`src/core/pmts_pkg.sv`:
```
// Purpose: constants and types for the medium type select register bank
// Assumes: one management device number, 16-bit register words
// Notes: all offsets, fixed values and field positions live here
// Function
// - bank sits in management device 0x01, offsets 0x0005 to 0x0007, 16 bits each.
// - low devices-present register is read-only and always returns 0x008B.
// - high devices-present register is read-only and always returns 0xC000.
// - control register holds read-write type field bits 6:0, reset 0x3D, rest reserved.
// - type field drives operation only with autonegotiation off and forced configuration on.
// - with autonegotiation on, the type comes from the negotiation outcome only.
package pmts_pkg;
    // ----------------------------------------------------------------
    // register map
    // ----------------------------------------------------------------
    localparam logic [4:0] MMD_PMA_PMD = 5'h01;
    localparam logic [15:0] OFS_DEV_LOW = 16'h0005;
    localparam logic [15:0] OFS_DEV_HIGH = 16'h0006;
    localparam logic [15:0] OFS_TYPE_CTRL = 16'h0007;
    // ----------------------------------------------------------------
    // fixed values and reset values
    // ----------------------------------------------------------------
    localparam logic [15:0] DEV_LOW_VALUE = 16'h008B;
    localparam logic [15:0] DEV_HIGH_VALUE = 16'hC000;
    localparam logic [15:0] TYPE_CTRL_RESET = 16'h003D;
    localparam logic [15:0] ZERO_WORD = 16'h0000;
    // ----------------------------------------------------------------
    // type field layout and codes
    // ----------------------------------------------------------------
    localparam int TYPE_FIELD_LSB = 0;
    localparam int TYPE_FIELD_W = 7;
    localparam int TYPE_FIELD_MSB = TYPE_FIELD_LSB + TYPE_FIELD_W - 1;
    localparam logic [8:0] TYPE_CTRL_RSVD = 9'h000;
    localparam logic [6:0] TYPE_RESET = TYPE_CTRL_RESET[6:0];
    localparam logic [6:0] TYPE_BASE_T1 = 7'h3D;
    localparam logic [6:0] TYPE_CX4 = 7'h00;
    // ----------------------------------------------------------------
    // source of the operating type
    // ----------------------------------------------------------------
    typedef enum logic [1:0] {
        SRC_HOLD,
        SRC_AUTONEG,
        SRC_FORCED
    } pmts_src_t;
endpackage : pmts_pkg

```
`src/core/pmts_type_if.sv`:
```
// Purpose: carries the type field and selection results between bank and selector
// Assumes: single clock domain
// Notes: bank drives the field and link-mode inputs, selector returns results
`timescale 1ns/100ps
interface pmts_type_if;
    logic [6:0] type_field;
    logic an_enable;
    logic forced_cfg;
    logic [6:0] an_type;
    logic an_valid;
    logic [6:0] active_type;
    pmts_pkg::pmts_src_t src;
    logic type_invalid;

    modport bank (
        output type_field,
        output an_enable,
        output forced_cfg,
        output an_type,
        output an_valid,
        input active_type,
        input src,
        input type_invalid
    );
    modport sel (
        input type_field,
        input an_enable,
        input forced_cfg,
        input an_type,
        input an_valid,
        output active_type,
        output src,
        output type_invalid
    );
endinterface : pmts_type_if

```
`src/core/pmts_top.sv`:
```
// Purpose: devices-present and medium type control registers of the PMA/PMD device
// Assumes: management requests come from logic on clk_sys_i, one cycle each
// Notes: answer comes one cycle after the request; other addresses get no hit
`timescale 1ns/100ps
module pmts_top (
    input wire logic clk_sys_i,
    input wire logic rst_b_i,
    input wire logic [4:0] mgmt_dev_addr_i,
    input wire logic [15:0] mgmt_reg_addr_i,
    input wire logic mgmt_wr_i,
    input wire logic mgmt_rd_i,
    input wire logic [15:0] mgmt_wdata_i,
    output logic [15:0] mgmt_rdata_o,
    output logic mgmt_ack_o,
    output logic mgmt_hit_o,
    input wire logic an_enable_i,
    input wire logic forced_cfg_i,
    input wire logic [6:0] an_type_i,
    input wire logic an_valid_i,
    output logic [6:0] active_type_o,
    output logic type_forced_o,
    output logic type_invalid_o
);
    pmts_type_if ti ();

    logic [6:0] type_field;
    logic [6:0] next_type_field;
    logic [15:0] rdata;
    logic [15:0] next_rdata;
    logic ack;
    logic next_ack;
    logic hit;
    logic next_hit;
    logic dev_match;
    logic sel_low;
    logic sel_high;
    logic sel_ctrl;
    logic any_req;

    // ----------------------------------------------------------------
    // address decode
    // ----------------------------------------------------------------
    always_comb begin
        dev_match = (mgmt_dev_addr_i == pmts_pkg::MMD_PMA_PMD);
        sel_low = dev_match && (mgmt_reg_addr_i == pmts_pkg::OFS_DEV_LOW);
        sel_high = dev_match && (mgmt_reg_addr_i == pmts_pkg::OFS_DEV_HIGH);
        sel_ctrl = dev_match && (mgmt_reg_addr_i == pmts_pkg::OFS_TYPE_CTRL);
        any_req = mgmt_wr_i || mgmt_rd_i;
    end

    // ----------------------------------------------------------------
    // register state and answer
    // ----------------------------------------------------------------
    always_comb begin
        next_type_field = type_field;
        next_rdata = pmts_pkg::ZERO_WORD;
        next_ack = any_req;
        next_hit = any_req && (sel_low || sel_high || sel_ctrl);
        // a write wins over a read in the same cycle; the answer is then empty
        if (mgmt_wr_i) begin
            if (sel_ctrl) begin
                // reserved bits of the write are dropped
                next_type_field = mgmt_wdata_i[pmts_pkg::TYPE_FIELD_MSB:pmts_pkg::TYPE_FIELD_LSB];
            end
            // writes to the fixed registers change nothing
        end else if (mgmt_rd_i) begin
            if (sel_low) begin
                next_rdata = pmts_pkg::DEV_LOW_VALUE;
            end else if (sel_high) begin
                next_rdata = pmts_pkg::DEV_HIGH_VALUE;
            end else if (sel_ctrl) begin
                next_rdata = {pmts_pkg::TYPE_CTRL_RSVD, type_field};
            end
        end
    end

    always_ff @(posedge clk_sys_i) begin
        if (!rst_b_i) begin
            type_field <= pmts_pkg::TYPE_RESET;
            rdata <= pmts_pkg::ZERO_WORD;
            ack <= 1'b0;
            hit <= 1'b0;
        end else begin
            type_field <= next_type_field;
            rdata <= next_rdata;
            ack <= next_ack;
            hit <= next_hit;
        end
    end

    // ----------------------------------------------------------------
    // type selection
    // ----------------------------------------------------------------
    assign ti.type_field = type_field;
    assign ti.an_enable = an_enable_i;
    assign ti.forced_cfg = forced_cfg_i;
    assign ti.an_type = an_type_i;
    assign ti.an_valid = an_valid_i;

    pmts_type_sel u_sel (
        .clk_sys_i(clk_sys_i),
        .rst_b_i(rst_b_i),
        .ti(ti.sel)
    );

    assign mgmt_rdata_o = rdata;
    assign mgmt_ack_o = ack;
    assign mgmt_hit_o = hit;
    assign active_type_o = ti.active_type;
    assign type_forced_o = (ti.src == pmts_pkg::SRC_FORCED);
    assign type_invalid_o = ti.type_invalid;

    // ----------------------------------------------------------------
    // checks
    // ----------------------------------------------------------------
    chk_map_location: assert property (
        @(posedge clk_sys_i) disable iff (!rst_b_i)
        (any_req && !dev_match) |=> (mgmt_ack_o && !mgmt_hit_o && mgmt_rdata_o == pmts_pkg::ZERO_WORD))
        else $error("request outside the device got a hit");

    chk_dev_low_read: assert property (
        @(posedge clk_sys_i) disable iff (!rst_b_i)
        (mgmt_rd_i && !mgmt_wr_i && sel_low) |=> (mgmt_hit_o && mgmt_rdata_o == pmts_pkg::DEV_LOW_VALUE))
        else $error("low devices-present read returned wrong value");

    chk_dev_high_read: assert property (
        @(posedge clk_sys_i) disable iff (!rst_b_i)
        (mgmt_rd_i && !mgmt_wr_i && sel_high) |=> (mgmt_hit_o && mgmt_rdata_o == pmts_pkg::DEV_HIGH_VALUE))
        else $error("high devices-present read returned wrong value");

    chk_field_write: assert property (
        @(posedge clk_sys_i) disable iff (!rst_b_i)
        (mgmt_wr_i && sel_ctrl) ##1 (mgmt_rd_i && !mgmt_wr_i && sel_ctrl)
        |=> (mgmt_rdata_o == {pmts_pkg::TYPE_CTRL_RSVD, $past(mgmt_wdata_i[6:0], 2)}))
        else $error("control register read-back differs from written field");

    chk_forced_apply: assert property (
        @(posedge clk_sys_i) disable iff (!rst_b_i)
        (!an_enable_i && forced_cfg_i) |=> (active_type_o == $past(type_field) && type_forced_o))
        else $error("forced mode did not apply the type field");

    chk_hold_unforced: assert property (
        @(posedge clk_sys_i) disable iff (!rst_b_i)
        (!an_enable_i && !forced_cfg_i) |=> $stable(active_type_o))
        else $error("type changed outside forced and negotiated modes");

    chk_an_apply: assert property (
        @(posedge clk_sys_i) disable iff (!rst_b_i)
        (an_enable_i && an_valid_i) |=> (active_type_o == $past(an_type_i) && !type_forced_o))
        else $error("negotiated type not applied");

    chk_type_flag: assert property (
        @(posedge clk_sys_i) disable iff (!rst_b_i)
        (mgmt_wr_i && sel_ctrl) |-> ##2 (type_invalid_o == ($past(mgmt_wdata_i[6:0], 2) != pmts_pkg::TYPE_BASE_T1)))
        else $error("invalid type flag wrong after a field write");

    chk_ro_ignore: assert property (
        @(posedge clk_sys_i) disable iff (!rst_b_i)
        (mgmt_wr_i && (sel_low || sel_high || !dev_match)) |=> $stable(type_field))
        else $error("write to a fixed register changed the type field");

    chk_ack_every: assert property (
        @(posedge clk_sys_i) disable iff (!rst_b_i)
        any_req |=> mgmt_ack_o)
        else $error("request got no acknowledge");

    chk_idle_quiet: assert property (
        @(posedge clk_sys_i) disable iff (!rst_b_i)
        !any_req |=> (!mgmt_ack_o && !mgmt_hit_o && mgmt_rdata_o == pmts_pkg::ZERO_WORD))
        else $error("answer shown without a request");

    chk_ctrl_hit: assert property (
        @(posedge clk_sys_i) disable iff (!rst_b_i)
        (any_req && sel_ctrl) |=> mgmt_hit_o)
        else $error("control register request got no hit");

    chk_hit_with_ack: assert property (
        @(posedge clk_sys_i) disable iff (!rst_b_i)
        mgmt_hit_o |-> mgmt_ack_o)
        else $error("hit shown without acknowledge");

    chk_ctrl_read: assert property (
        @(posedge clk_sys_i) disable iff (!rst_b_i)
        (mgmt_rd_i && !mgmt_wr_i && sel_ctrl)
        |=> (mgmt_hit_o && mgmt_rdata_o == {pmts_pkg::TYPE_CTRL_RSVD, $past(type_field)}))
        else $error("control register read returned wrong word");

    chk_field_keep: assert property (
        @(posedge clk_sys_i) disable iff (!rst_b_i)
        !(mgmt_wr_i && sel_ctrl) |=> $stable(type_field))
        else $error("type field changed without a control write");

    // no disable here: this one must look at the cycles while reset is held
    chk_reset_values: assert property (
        @(posedge clk_sys_i)
        !rst_b_i |=> (type_field == pmts_pkg::TYPE_RESET && active_type_o == pmts_pkg::TYPE_RESET
            && !type_forced_o && !type_invalid_o && !mgmt_ack_o && mgmt_rdata_o == pmts_pkg::ZERO_WORD))
        else $error("state after reset differs from reset values");

    chk_src_unforced: assert property (
        @(posedge clk_sys_i) disable iff (!rst_b_i)
        (an_enable_i || !forced_cfg_i) |=> !type_forced_o)
        else $error("forced source shown outside forced mode");

    chk_an_hold: assert property (
        @(posedge clk_sys_i) disable iff (!rst_b_i)
        (an_enable_i && !an_valid_i) |=> $stable(active_type_o))
        else $error("type changed while negotiation had no result");

    chk_flag_follows: assert property (
        @(posedge clk_sys_i) disable iff (!rst_b_i)
        1'b1 |=> (type_invalid_o == ($past(type_field) != pmts_pkg::TYPE_BASE_T1)))
        else $error("invalid type flag does not follow the field");

    chk_write_empty: assert property (
        @(posedge clk_sys_i) disable iff (!rst_b_i)
        mgmt_wr_i |=> (mgmt_ack_o && mgmt_rdata_o == pmts_pkg::ZERO_WORD))
        else $error("write returned read data");

    chk_rd_no_change: assert property (
        @(posedge clk_sys_i) disable iff (!rst_b_i)
        (mgmt_rd_i && !mgmt_wr_i) |=> $stable(type_field))
        else $error("read changed the type field");
endmodule : pmts_top

```
`src/core/pmts_type_sel.sv`:
```
// Purpose: chooses the operating medium type from the field or the autonegotiation outcome
// Assumes: link-mode inputs are from logic on the same clock
// Notes: outside both modes the last operating type is held
`timescale 1ns/100ps
module pmts_type_sel (
    input wire logic clk_sys_i,
    input wire logic rst_b_i,
    pmts_type_if.sel ti
);
    logic [6:0] active_type;
    logic [6:0] next_active_type;
    pmts_pkg::pmts_src_t src;
    pmts_pkg::pmts_src_t next_src;
    logic type_invalid;
    logic next_type_invalid;

    // ----------------------------------------------------------------
    // selection
    // ----------------------------------------------------------------
    always_comb begin
        next_active_type = active_type;
        next_src = pmts_pkg::SRC_HOLD;
        if (ti.an_enable) begin
            next_src = pmts_pkg::SRC_AUTONEG;
            // field ignored while negotiating
            if (ti.an_valid) begin
                next_active_type = ti.an_type;
            end
        end else if (ti.forced_cfg) begin
            next_src = pmts_pkg::SRC_FORCED;
            next_active_type = ti.type_field;
        end
        // any field code is applied; a field other than the BASE-T1 code is flagged
        next_type_invalid = (ti.type_field != pmts_pkg::TYPE_BASE_T1);
    end

    always_ff @(posedge clk_sys_i) begin
        if (!rst_b_i) begin
            active_type <= pmts_pkg::TYPE_RESET;
            src <= pmts_pkg::SRC_HOLD;
            type_invalid <= 1'b0;
        end else begin
            active_type <= next_active_type;
            src <= next_src;
            type_invalid <= next_type_invalid;
        end
    end

    assign ti.active_type = active_type;
    assign ti.src = src;
    assign ti.type_invalid = type_invalid;
endmodule : pmts_type_sel

```
`config.mk`:
```
export PLATFORM = sky130hd
export DESIGN_NAME = pmts_top
export DESIGN_NICKNAME = d
export VERILOG_FILES = /design/src/core/pmts_pkg.sv /design/src/core/pmts_type_if.sv /design/src/core/pmts_top.sv /design/src/core/pmts_type_sel.sv
export SDC_FILE = /design/constraint.sdc
export NUM_CORES = 1
export LEC_CHECK = 0
export BUFFER_PORTS_ARGS = -buffer_cell sky130_fd_sc_hd__buf_2
export CAP_MARGIN = 0
export CORE_MARGIN = 2
export CORE_UTILIZATION = 45
export DETAILED_ROUTE_END_ITERATION = 12
export GPL_TIMING_DRIVEN = 1
export PLACE_DENSITY_LB_ADDON = 0.1
export SKIP_CTS_REPAIR_TIMING = 1
export SYNTH_ARGS = -nofsm -noshare
export SYNTH_HDL_FRONTEND = slang
export SYNTH_HIERARCHICAL = 1
export SYNTH_SLANG_ARGS = --single-unit
```
`constraint.sdc`:
```
create_clock -name clk_sys_i -period 3.3 [get_ports clk_sys_i]
set_input_delay 0.33 -clock clk_sys_i [delete_from_list [all_inputs] [get_ports clk_sys_i]]
set_output_delay 0.33 -clock clk_sys_i [all_outputs]
set_load 0.02 [all_outputs]
```
==> summary.md, run 1 <==
• worst setup margin: 1.90 ns
• worst-path cell with the longest stage delay: nor4b_4
• post-detail-place hpwl: 2130 um
• part of the cycle the worst path needs: 0.424
• highest net fanout along the worst path: 11
• vias in the first global route: 1,004
• fraction of registers with async set or reset after synthesis: 0
• initial antenna violation count: 0
• post-route antenna net violation count: 0
• total overflow reported by the global router: 0
• combined area of all synthesized cells: 0.00124 mm^2
• Register Area: 561 um^2
• VDD IR-drop max: 276 uV
• 1st-iter DRT viols: 21
• min-delay worst type: input port to flip-flop
• total number of vias: 1,155
• final RePlAce weighted congestion: 0.732
• final critical delay including setup and external delays: 1.40 ns
• average vias per placed instance: 5.32
• Final Net Count: 238
• hold endpoint: mgmt_ack_o
• endpoints failing hold: 0
• total of flip-flops plus latches after synthesis: 28
• Clock Sink Count: 28
• Core ar.: 0.00269 mm^2
• Syn-to-layout area delta: 25.8%
• Yosys top cell by area: dfxtp_1
• clock latency on the worst-skew pair: 0.32 ns
• count of port buffers added during placement: 62
• Diodes inserted: 0
• number of distinct standard cells referenced by the synthesized netlist: 34
• layout cell share with drive strength beyond 1: 0.398
• slowest cell delay on critical path: 0.58 ns
• Data arrival, critical path: 1.63 ns
• Post-synth EDFFs: 0
• buffer depth of the longest clock path: 2
• Mean Syn Cell Area: 9.63 um^2
• number of max-cap violations: 0
• Pleak: 0.771 nW
• Main synth FF type: dfxtp_1
• terminus of the critical flop-to-flop path: u_sel/ti.type_invalid
• die area: 0.00320 mm^2
• count of cells along the worst register-to-register path: 2
• cell types occupying the most area after synthesis: dfxtp_1 45%, o21ai_0 4.8%, buf_4 4.8%, a211oi_1 3.0%, nor2_1 3.0%
• max-slew violation total from the final report: 0
• slew at the pin closest to its max-slew limit: 0.602 ns
• area share of the leading cell type in the synthesized netlist: 0.451
• unrepaired setup endpoints after global routing: no
• Power Density: 418 mW/mm^2
• initial core utilization: 0.463
• Multi-input gate area: 586 um^2
• Pre-antenna DRT Iters: 4
• Worst setup SP type: input port
• Setup Skew: 0.00246 ns
• H-tree levels: 1
• final-report setup violation count: 0
• row count: 19
• worst r2r src: ti.type_field[6]
• CTS Root Cell: clkbuf_4
• fill cell count: 253
• DRC violation count after routing: 0
• Required @ worst endpoint: 3.53 ns
• average detailed-routed wire length per instance: 12.5 um
• wire length of the first global-routing pass: 4330 um
• yosys synthesis warning count: 6
• Fmax: 715 MHz
• capturing element type of the critical path: flip-flop
• Clock Pin Slew Worst Setup and Hold Paths: 0.15 ns
• maximum number of pins on one net before global-route repair: 18
• Cell Chain, Critical Path: buf_2 > nor4b_4 > nand2_1 > o21ai_0 > a21oi_1
• gate count after technology mapping: 129
• GRT Resource Usage Total: 0.169
• sequential share of the synthesized area: 0.451
• category of the critical setup timing path: input port to flip-flop
• I/O pin count: 78
• worst-case register-to-register setup slack: 2.37 ns
• worst hold path cell count: 3
• post-placement setup slack: 1.57 ns
• TritonCTS clock tree: done
• aggregate routed wire length: 2710 um
• TritonCTS buffer count: 3
• die height: 56.5 um
• Horiz. Die Dim: 56.5 um
• final-layout setup total negative slack: 0 ns
• launch point of the worst hold path: mgmt_rd_i
• Layout Utilization: 0.582
• run status: completed
• headroom to the max-slew limit: 0.597
==> worst max-delay path: cells and delay by family <==
| family | cells | cell delay (ns) |
|---|---|---|
| AND/OR/NAND/NOR | 2 | 0.86 |
| buffers and inverters | 1 | 0.11 |
| AO/OA/AOI/OAI | 2 | 0.33 |
==> registers in the layout, indices dropped and copies added, names as in the netlist <==
register	cells
mgmt_rdata_o	9
ti.type_field	7
u_sel/ti.active_type	7
u_sel/ti.src	2
mgmt_ack_o	1
mgmt_hit_o	1
u_sel/ti.type_invalid	1
==> cell usage after synthesis (2+ instances only) <==
cell       n
a211oi_1   5
a21oi_1    5
a31oi_1    5
and2b_1    3
and3_1     5
buf_2      2
buf_4      8
buf_6      2
clkbuf_1   2
dfxtp_1   28
inv_1      4
mux2i_1    2
nand2_1    6
nand4_1    4
nor2_1    10
nor2b_1    3
nor3_1     5
nor4_2     2
o211a_1    2
o21ai_0   12
==> per-stage QoR <==
| step | hold WS, ns | std cells | instance area (um^2) | power (mW) |
|---|---|---|---|---|
| after global placement | 0.479 | 213 | 1510 | 0.439 |
| final | 0.237 | 217 | 1560 | 0.654 |
| after floorplan | 0.406 | 134 | 1260 | 0.408 |
| after global routing | 0.235 | 217 | 1560 | 0.682 |
| after detailed placement | 0.486 | 213 | 1510 | 0.441 |
| after CTS | 0.239 | 217 | 1560 | 0.659 |
==> cell type report <==
type,instances,share of cell area
clock buffer,3,0.0144
clock inverter,1,0.0192
inverter,4,0.00961
multi-input combinational,88,0.375
sequential,28,0.359
tap,31,0.0248
timing repair buffer,62,0.199
==> worst max-delay path by stage <==
stage | startpoint | to | cells past startpoint
after floorplan | mgmt_reg_addr_i[7] | mgmt_rdata_o[2] | 5
after global placement | mgmt_reg_addr_i[3] | ti.type_field[3] | 5
after detailed placement | mgmt_reg_addr_i[3] | ti.type_field[1] | 5
after CTS | mgmt_reg_addr_i[3] | ti.type_field[1] | 5
after global routing | mgmt_reg_addr_i[3] | ti.type_field[2] | 5
final | mgmt_reg_addr_i[3] | ti.type_field[1] | 5
==> kinds of logic after synthesis <==
logic type             share of synthesized area
other                                    0.00302
and+or+nand+nor                            0.260
buffers and inverters                     0.0926
DFF                                        0.451
muxes                                     0.0463
AOI/OAI and AO/OA                          0.147
==> power by group <==
| group | switching (mW) | internal [mW] | total, mW | leakage, nW |
|---|---|---|---|---|
| Clock | 0.0978 | 0.123 | 0.221 | 0.0279 |
| Combinational | 0.0481 | 0.0368 | 0.0849 | 0.515 |
| Sequential | 0.00275 | 0.346 | 0.348 | 0.228 |
==> per-layer routing <==
layer	GRT usage	vias to the layer above	wire [um]	part of all wire
met3	0.0369	4	199	0.073
met4	0.0612	0	41	0.015
met2	0.282	50	1380	0.51
met5	0	-	0	0
li1	-	565	-	-
met1	0.213	536	1100	0.40
==> placed cells by master (no fill, tap or decap), drive strengths merged <==
cell type,synthesis,layout
nor3,5,5
and4,2,2
a21oi,5,5
bufinv,0,1
and3,5,5
a31oi,5,5
o21ai,12,12
o211a,2,2
nor4,4,4
mux2i,3,3
a211oi,5,5
nor4b,1,1
nor3b,1,1
nand4,4,4
buf,12,62
o31a,1,1
clkbuf,2,3
and2b,3,3
and3b,1,1
mux2,1,1
nor2,10,10
nand2,6,6
conb,1,6
nand4b,1,1
dfxtp,28,28
and4bb,1,1
inv,4,4
and2,1,1
nor2b,3,3
No activity file was read; power rests on OpenSTA's default activity.
==> inputs of run 2 (changes only) <==
--- a/config.mk
+++ b/config.mk
@@ -8,7 +8,7 @@
 export BUFFER_PORTS_ARGS = -buffer_cell sky130_fd_sc_hd__buf_2
 export CAP_MARGIN = 0
 export CORE_MARGIN = 2
-export CORE_UTILIZATION = 45
+export CORE_UTILIZATION = 42
 export DETAILED_ROUTE_END_ITERATION = 12
 export GPL_TIMING_DRIVEN = 1
 export PLACE_DENSITY_LB_ADDON = 0.1
==> constraint.sdc (replaced) <==
create_clock -name clk_sys_i -period 1.46 [get_ports clk_sys_i]
set_input_delay 0.146 -clock clk_sys_i [delete_from_list [all_inputs] [get_ports clk_sys_i]]
set_output_delay 0.146 -clock clk_sys_i [all_outputs]
set_load 0.02 [all_outputs]
==> run 2 against run 1 <==
Against the previous run:
- setup slack worse by 1.6 ns
- non-clock buffer count up 3
- clock skew grew 0.0036 ns
- via count decreased by 1.0%
==> summary.md, run 2 (synthesized netlist as in run 1, its figures left out) <==
• unrepaired setup endpoints after global routing: no
• Pleak: 0.773 nW, +0.26%
• TritonCTS buffer count: 3, unchanged
• endpoints failing hold: 0, unchanged
• final RePlAce weighted congestion: 0.833, +14%
• final-report setup violation count: 0, unchanged
• die area: 0.00341 mm^2, +6.6%
• vias in the first global route: 992, -1.2%
• maximum number of pins on one net before global-route repair: 18, unchanged
• layout cell share with drive strength beyond 1: 0.404, +0.00641
• Placed Instances: 216, +1.4%
• GRT Resource Usage Total: 0.163, -0.00616
• Power Density: 833 mW/mm^2, +99%
• 1st-iter DRT viols: 18, -14%
• Clock Sink Count: 28, unchanged
• run status: completed
• Setup Skew: 0.00605 ns, +0.00358 ns
• Final Net Count: 241, +1.3%
• Cell Count, Final, Fillers Out: 219, +0.92%
• Register Area: 561 um^2, unchanged
• Worst setup SP type: input port
• average vias per placed instance: 5.22, -1.9%
• TritonCTS clock tree: done
• DRC violation count after routing: 0, unchanged
• GRT busiest layer: met2
• number of max-cap violations: 0, unchanged
• met3 track utilization from global routing: 0.0286, -0.00829
• Pre-antenna DRT Iters: 4, unchanged
• worst-path cell with the longest stage delay: and4_1
• cell family with the largest share of critical-path delay: simple AND/OR/NAND/NOR gates
• slowest cell delay on critical path: 0.37 ns, -0.21 ns
• Horiz. Die Dim: 58.4 um, +3.3%
• clock latency on the worst-skew pair: 0.32 ns, about the same
• buffer depth of the longest clock path: 2, unchanged
• commonest cells after routing, fill and taps aside: 62 x buf_2, 28 x dfxtp_1, 12 x o21ai_0
• category of the critical setup timing path: input port to flip-flop
• Clock Pin Slew Worst Setup and Hold Paths: 0.14 ns, about the same
• VDD IR-drop max: 521 uV, +89%
• Data arrival, critical path: 1.39 ns, -0.24 ns
• Syn-to-layout area delta: 25.2%
• I/O pin count: 78, unchanged
• fill cell count: 276, +9.1%
• total overflow reported by the global router: 0, unchanged
• Diodes inserted: 0, unchanged
• min-delay worst type: input port to flip-flop
• number of buffer and inverter instances along the worst setup path: 1, unchanged
• post-route antenna net violation count: 0, unchanged
• Global Route met1 Usage: 0.212, -0.000987
• Largest register FFs: 9, unchanged
• count of port buffers added during placement: 62, unchanged
• part of the cycle the worst path needs: 0.764
• capturing element type of the critical path: flip-flop
• CTS Root Cell: clkbuf_4
• H-tree levels: 1, unchanged
• die height: 58.4 um, +3.3%
• commonest non-fill, non-tap cell in the layout: buf_2
• initial antenna violation count: 0, unchanged
• max-slew violation total from the final report: 0, unchanged
• total number of vias: 1,143, -1.0%
• Core ar.: 0.00278 mm^2, +3.5%
• initial core utilization: 0.447, -0.0158
• post-detail-place hpwl: 2210 um, +3.8%
• wire length of the first global-routing pass: 4280 um, -0.97%
• row count: 19, unchanged
• final critical delay including setup and external delays: 1.12 ns
• Multi-input gate area: 586 um^2, unchanged
• final-layout setup total negative slack: 0 ns, unchanged
• met2 usage in global routing: 0.270, -0.0127
• Cell Chain, Critical Path: buf_2 > nor4_2 > and4_1 > and4_4 > and3_1
• Required @ worst endpoint: 1.74 ns, -1.79 ns
• Fmax: 897 MHz
• aggregate routed wire length: 2750 um, +1.4%
• highest net fanout along the worst path: 6, -5
• average detailed-routed wire length per instance: 12.6 um, +0.51%
==> run 2: changes by cell type in the layout (fill, tap and decap cells not counted), sizes merged <==
cell    change
bufinv      -1
buf         +3
==> run 2: final cells by class <==
type / count / area share
well taps: 31 / 0.0249
inverters: 4 / 0.00965
clock buffers: 3 / 0.0145
flip-flops and latches: 28 / 0.360
multi-input cells: 88 / 0.377
repair buffers: 65 / 0.214
==> run 2: tightest hold or removal path, delay by kind of cell <==
kind                   cells  cell delay, ns
AND/OR/NAND/NOR            2            0.13
buffers and inverters      1            0.09
==> run 2: power breakdown <==
group | internal, mW | total [mW] | switching [mW] | leakage, nW
clock | 0.0966 | 0.312 | 0.215 | 0.0138
sequential | 0.781 | 0.788 | 0.00671 | 0.228
combinational | 0.0854 | 0.196 | 0.111 | 0.531
total | 0.963 | 1.30 | 0.333 | 0.773
==> run 2: per-stage QoR <==
| stage | instance area [um^2] | setup slack, ns | utilization | hold WS, ns | power, mW |
|---|---|---|---|---|---|
| floorplan | 1260 | 0.292 | - | 0.222 | 0.922 |
| global placement | 1530 | 0.0931 | 0.551 | 0.398 | 0.994 |
| detailed placement | 1530 | 0.000380 | 0.551 | 0.400 | 1.00 |
| CTS | 1560 | 0.340 | 0.559 | 0.0621 | 1.30 |
| global route | 1560 | 0.263 | 0.559 | 0.0442 | 1.36 |
| finish | 1560 | 0.345 | 0.559 | 0.0596 | 1.30 |
==> run 2: final timing paths <==
kind / startpoint / end / slack (ns) / cells past startpoint
worst min register to register: ti.type_field[3] / mgmt_rdata_o[3] / 0.51 / 2
worst min-delay path: mgmt_rd_i / mgmt_ack_o / 0.06 / 3
worst max register to register: ti.type_field[6] / u_sel/ti.type_invalid / 0.52 / 2
worst max-delay path: mgmt_reg_addr_i[4] / mgmt_rdata_o[6] / 0.34 / 5
==> run 2: metal layers <==
| metal | vias to the layer above | routed length [um] |
|---|---|---|
| met4 | 0 | 10 |
| met2 | 49 | 1330 |
| met5 | - | 0 |
| met1 | 517 | 1200 |
| li1 | 575 | - |
| met3 | 2 | 209 |
==> inputs of run 3 (changes only) <==
--- a/config.mk
+++ b/config.mk
@@ -8,7 +8,7 @@
 export BUFFER_PORTS_ARGS = -buffer_cell sky130_fd_sc_hd__buf_2
 export CAP_MARGIN = 0
 export CORE_MARGIN = 2
-export CORE_UTILIZATION = 42
+export CORE_UTILIZATION = 38
 export DETAILED_ROUTE_END_ITERATION = 12
 export GPL_TIMING_DRIVEN = 1
 export PLACE_DENSITY_LB_ADDON = 0.1
==> constraint.sdc (replaced) <==
create_clock -name clk_sys_i -period 0.9 [get_ports clk_sys_i]
set_input_delay 0.09 -clock clk_sys_i [delete_from_list [all_inputs] [get_ports clk_sys_i]]
set_output_delay 0.09 -clock clk_sys_i [all_outputs]
set_load 0.02 [all_outputs]
==> run 3 against run 2 <==
Against the previous run:
- the run now ends with setup timing left
- flip-flop and latch count unchanged
- via count increased by 7.2%
- largest cell class unchanged
- register-to-register slack got worse by 0.52 ns
- count of clock-buffer cells in the layout increased by 1
- final cell count increased by 12%
- combinational power increased by 110%
- power increased by 77%
- clock power increased by 94%
- design area increased by 27%
- highest routed layer unchanged
- non-clock buffer count increased by 13
- critical path type is now flip-flop to output pin
- die area increased by 9.8%
- global-route usage decreased by 0.31 points
==> summary.md, run 3 (synthesized netlist as in run 1, its figures left out) <==
• P_sw: 0.581 mW, +75%
• fraction of power spent switching nets: 0.253, -0.00356
• average vias per placed instance: 4.98, -4.6%
• CTS Root Cell: clkbuf_4
• maximum number of pins on one net before global-route repair: 16, -2
• H-tree levels: 1, unchanged
• TritonCTS buffer count: 3, unchanged
• highest net fanout along the worst path: 1, -5
• Pre-antenna DRT Iters: 4, unchanged
• Required @ worst endpoint: 0.81 ns, -0.93 ns
• final RePlAce weighted congestion: 0.755, -9.3%
• cell family with the largest share of critical-path delay: flip-flops
• clock latency on the worst-skew pair: 0.32 ns, about the same
• Diodes inserted: 0, unchanged
• design internal power: 1.71 mW, +78%
• Clk network pwr share: 0.263, +0.022
• aggregate routed wire length: 3110 um, +13%
• run status: finished with violations
• 1st-iter DRT viols: 18, unchanged
• commonest non-fill, non-tap cell in the layout: buf_2
• Core ar.: 0.00308 mm^2, +11%
• Horiz. Die Dim: 61.2 um, +4.8%
• Pleak: 0.908 nW, +17%
• Clock Sink Count: 28, unchanged
• total number of vias: 1,225, +7.2%
• layout cell share with drive strength beyond 1: 0.629, +0.224
• post-placement setup slack: -0.438 ns, -0.439 ns
• average detailed-routed wire length per instance: 12.6 um, +0.57%
• die area: 0.00374 mm^2, +9.8%
• row count: 20, +1
• DRC violation count after routing: 0, unchanged
• sequential fraction of design power: 0.557, -0.051
• Worst setup SP type: flip-flop
• Fmax: 1010 MHz
• Final Net Count: 254, +5.4%
• category of the critical setup timing path: flip-flop to output pin
• endpoints failing hold: 0, unchanged
• min-delay worst type: input port to flip-flop
• Placed Instances: 239, +11%
• VDD IR-drop max: 499 uV, -4.2%
• worst setup margin: -0.0913 ns, -0.436 ns
• post-place instance area: 0.00165 mm^2, +7.6%
• count of port buffers added during placement: 62, unchanged
• GRT Resource Usage Total: 0.160, -0.00313
• vias in the first global route: 1,064, +7.3%
• capturing element type of the critical path: output pin
• number of max-cap violations: 0, unchanged
• Cell Chain, Critical Path: nor2b_4 > buf_6
• total overflow reported by the global router: 0, unchanged
• post-detail-place hpwl: 2360 um, +7.0%
• final critical delay including setup and external delays: 0.991 ns
• max-slew violation total from the final report: 0, unchanged
• Setup Skew: 0.00750 ns, +0.00145 ns
• TritonCTS clock tree: done
• Cell Count, Final, Fillers Out: 246, +12%
• commonest cells after routing, fill and taps aside: 37 x buf_2, 27 x buf_6, 23 x dfxtp_2
• final-report setup violation count: 3, +3
• buffer depth of the longest clock path: 2, unchanged
• Power, Total: 2.30 mW, +77%
• part of the cycle the worst path needs: 1.10
• Clock Pin Slew Worst Setup and Hold Paths: 0.15 ns, about the same
• I/O pin count: 78, unchanged
• Largest register FFs: 9, unchanged
• die height: 61.2 um, +4.8%
• wire length of the first global-routing pass: 4440 um, +3.7%
• Syn-to-layout area delta: 58.5%
• slowest cell delay on critical path: 0.34 ns, -0.03 ns
• worst-path cell with the longest stage delay: dfxtp_2
• initial antenna violation count: 0, unchanged
• Power Density: 1170 mW/mm^2, +40%
• Layout Utilization: 0.640, +0.0807
• initial core utilization: 0.404, -0.0430
• post-route antenna net violation count: 0, unchanged
• Data arrival, critical path: 0.90 ns, -0.49 ns
• area of all placed cells without fillers: 0.00197 mm^2, +27%
• failing checks: setup timing
• unrepaired setup endpoints after global routing: yes
• combinational power share: 0.180, +0.029
• number of buffer and inverter instances along the worst setup path: 1, unchanged
[run 3: worst reg2reg max path: stages, from the launching register on]
cell	delay, ns
dfxtp_4	0.39
nand4b_1	0.16
o31a_1	0.25
[run 3: final cells by class]
| type | count | area (um^2) |
|---|---|---|
| multi-input cells | 88 | 668 |
| well taps | 44 | 55.1 |
| clock buffers | 4 | 36.3 |
| repair buffers | 78 | 594 |
| inverters | 4 | 15.0 |
| fillers | 256 | 1110 |
| flip-flops and latches | 28 | 601 |
[run 3: worst paths after layout]
kind / from / endpoint / slack, ns / depth (start not counted)
worst max-delay path: u_sel/ti.src[1] / type_forced_o / -0.09 / 2
worst min-delay path: mgmt_wdata_i[6] / ti.type_field[6] / 0.01 / 3
worst max register to register: ti.type_field[6] / u_sel/ti.type_invalid / 0 / 2
worst min register to register: ti.type_field[0] / mgmt_rdata_o[0] / 0.49 / 2
[run 3: routing by layer]
metal / GRT usage / vias to the layer above / part of all wire
met3: 0.0168 / 4 / 0.062
met4: 0.0652 / 0 / 0.013
met1: 0.196 / 567 / 0.42
met2: 0.284 / 51 / 0.50
met5: 0 / - / 0
li1: - / 603 / -
[run 3: power by group through the flow]
stage	Combinational [mW]	Sequential (mW)	Clock (mW)
global placement	0.348	1.30	0
detailed placement	0.354	1.30	0
finish	0.413	1.28	0.604
floorplan	0.166	1.33	0
CTS	0.356	1.28	0.625
global route	0.442	1.28	0.667
[run 3: per-stage QoR]
stage,hold WS (ns),setup TNS [ns]
CTS,0.00106,-1.49
global placement,0.344,-6.44
finish,0.0133,-0.103
floorplan,0.170,-1.78
detailed placement,0.352,-7.15
global route,0.0286,-0.806
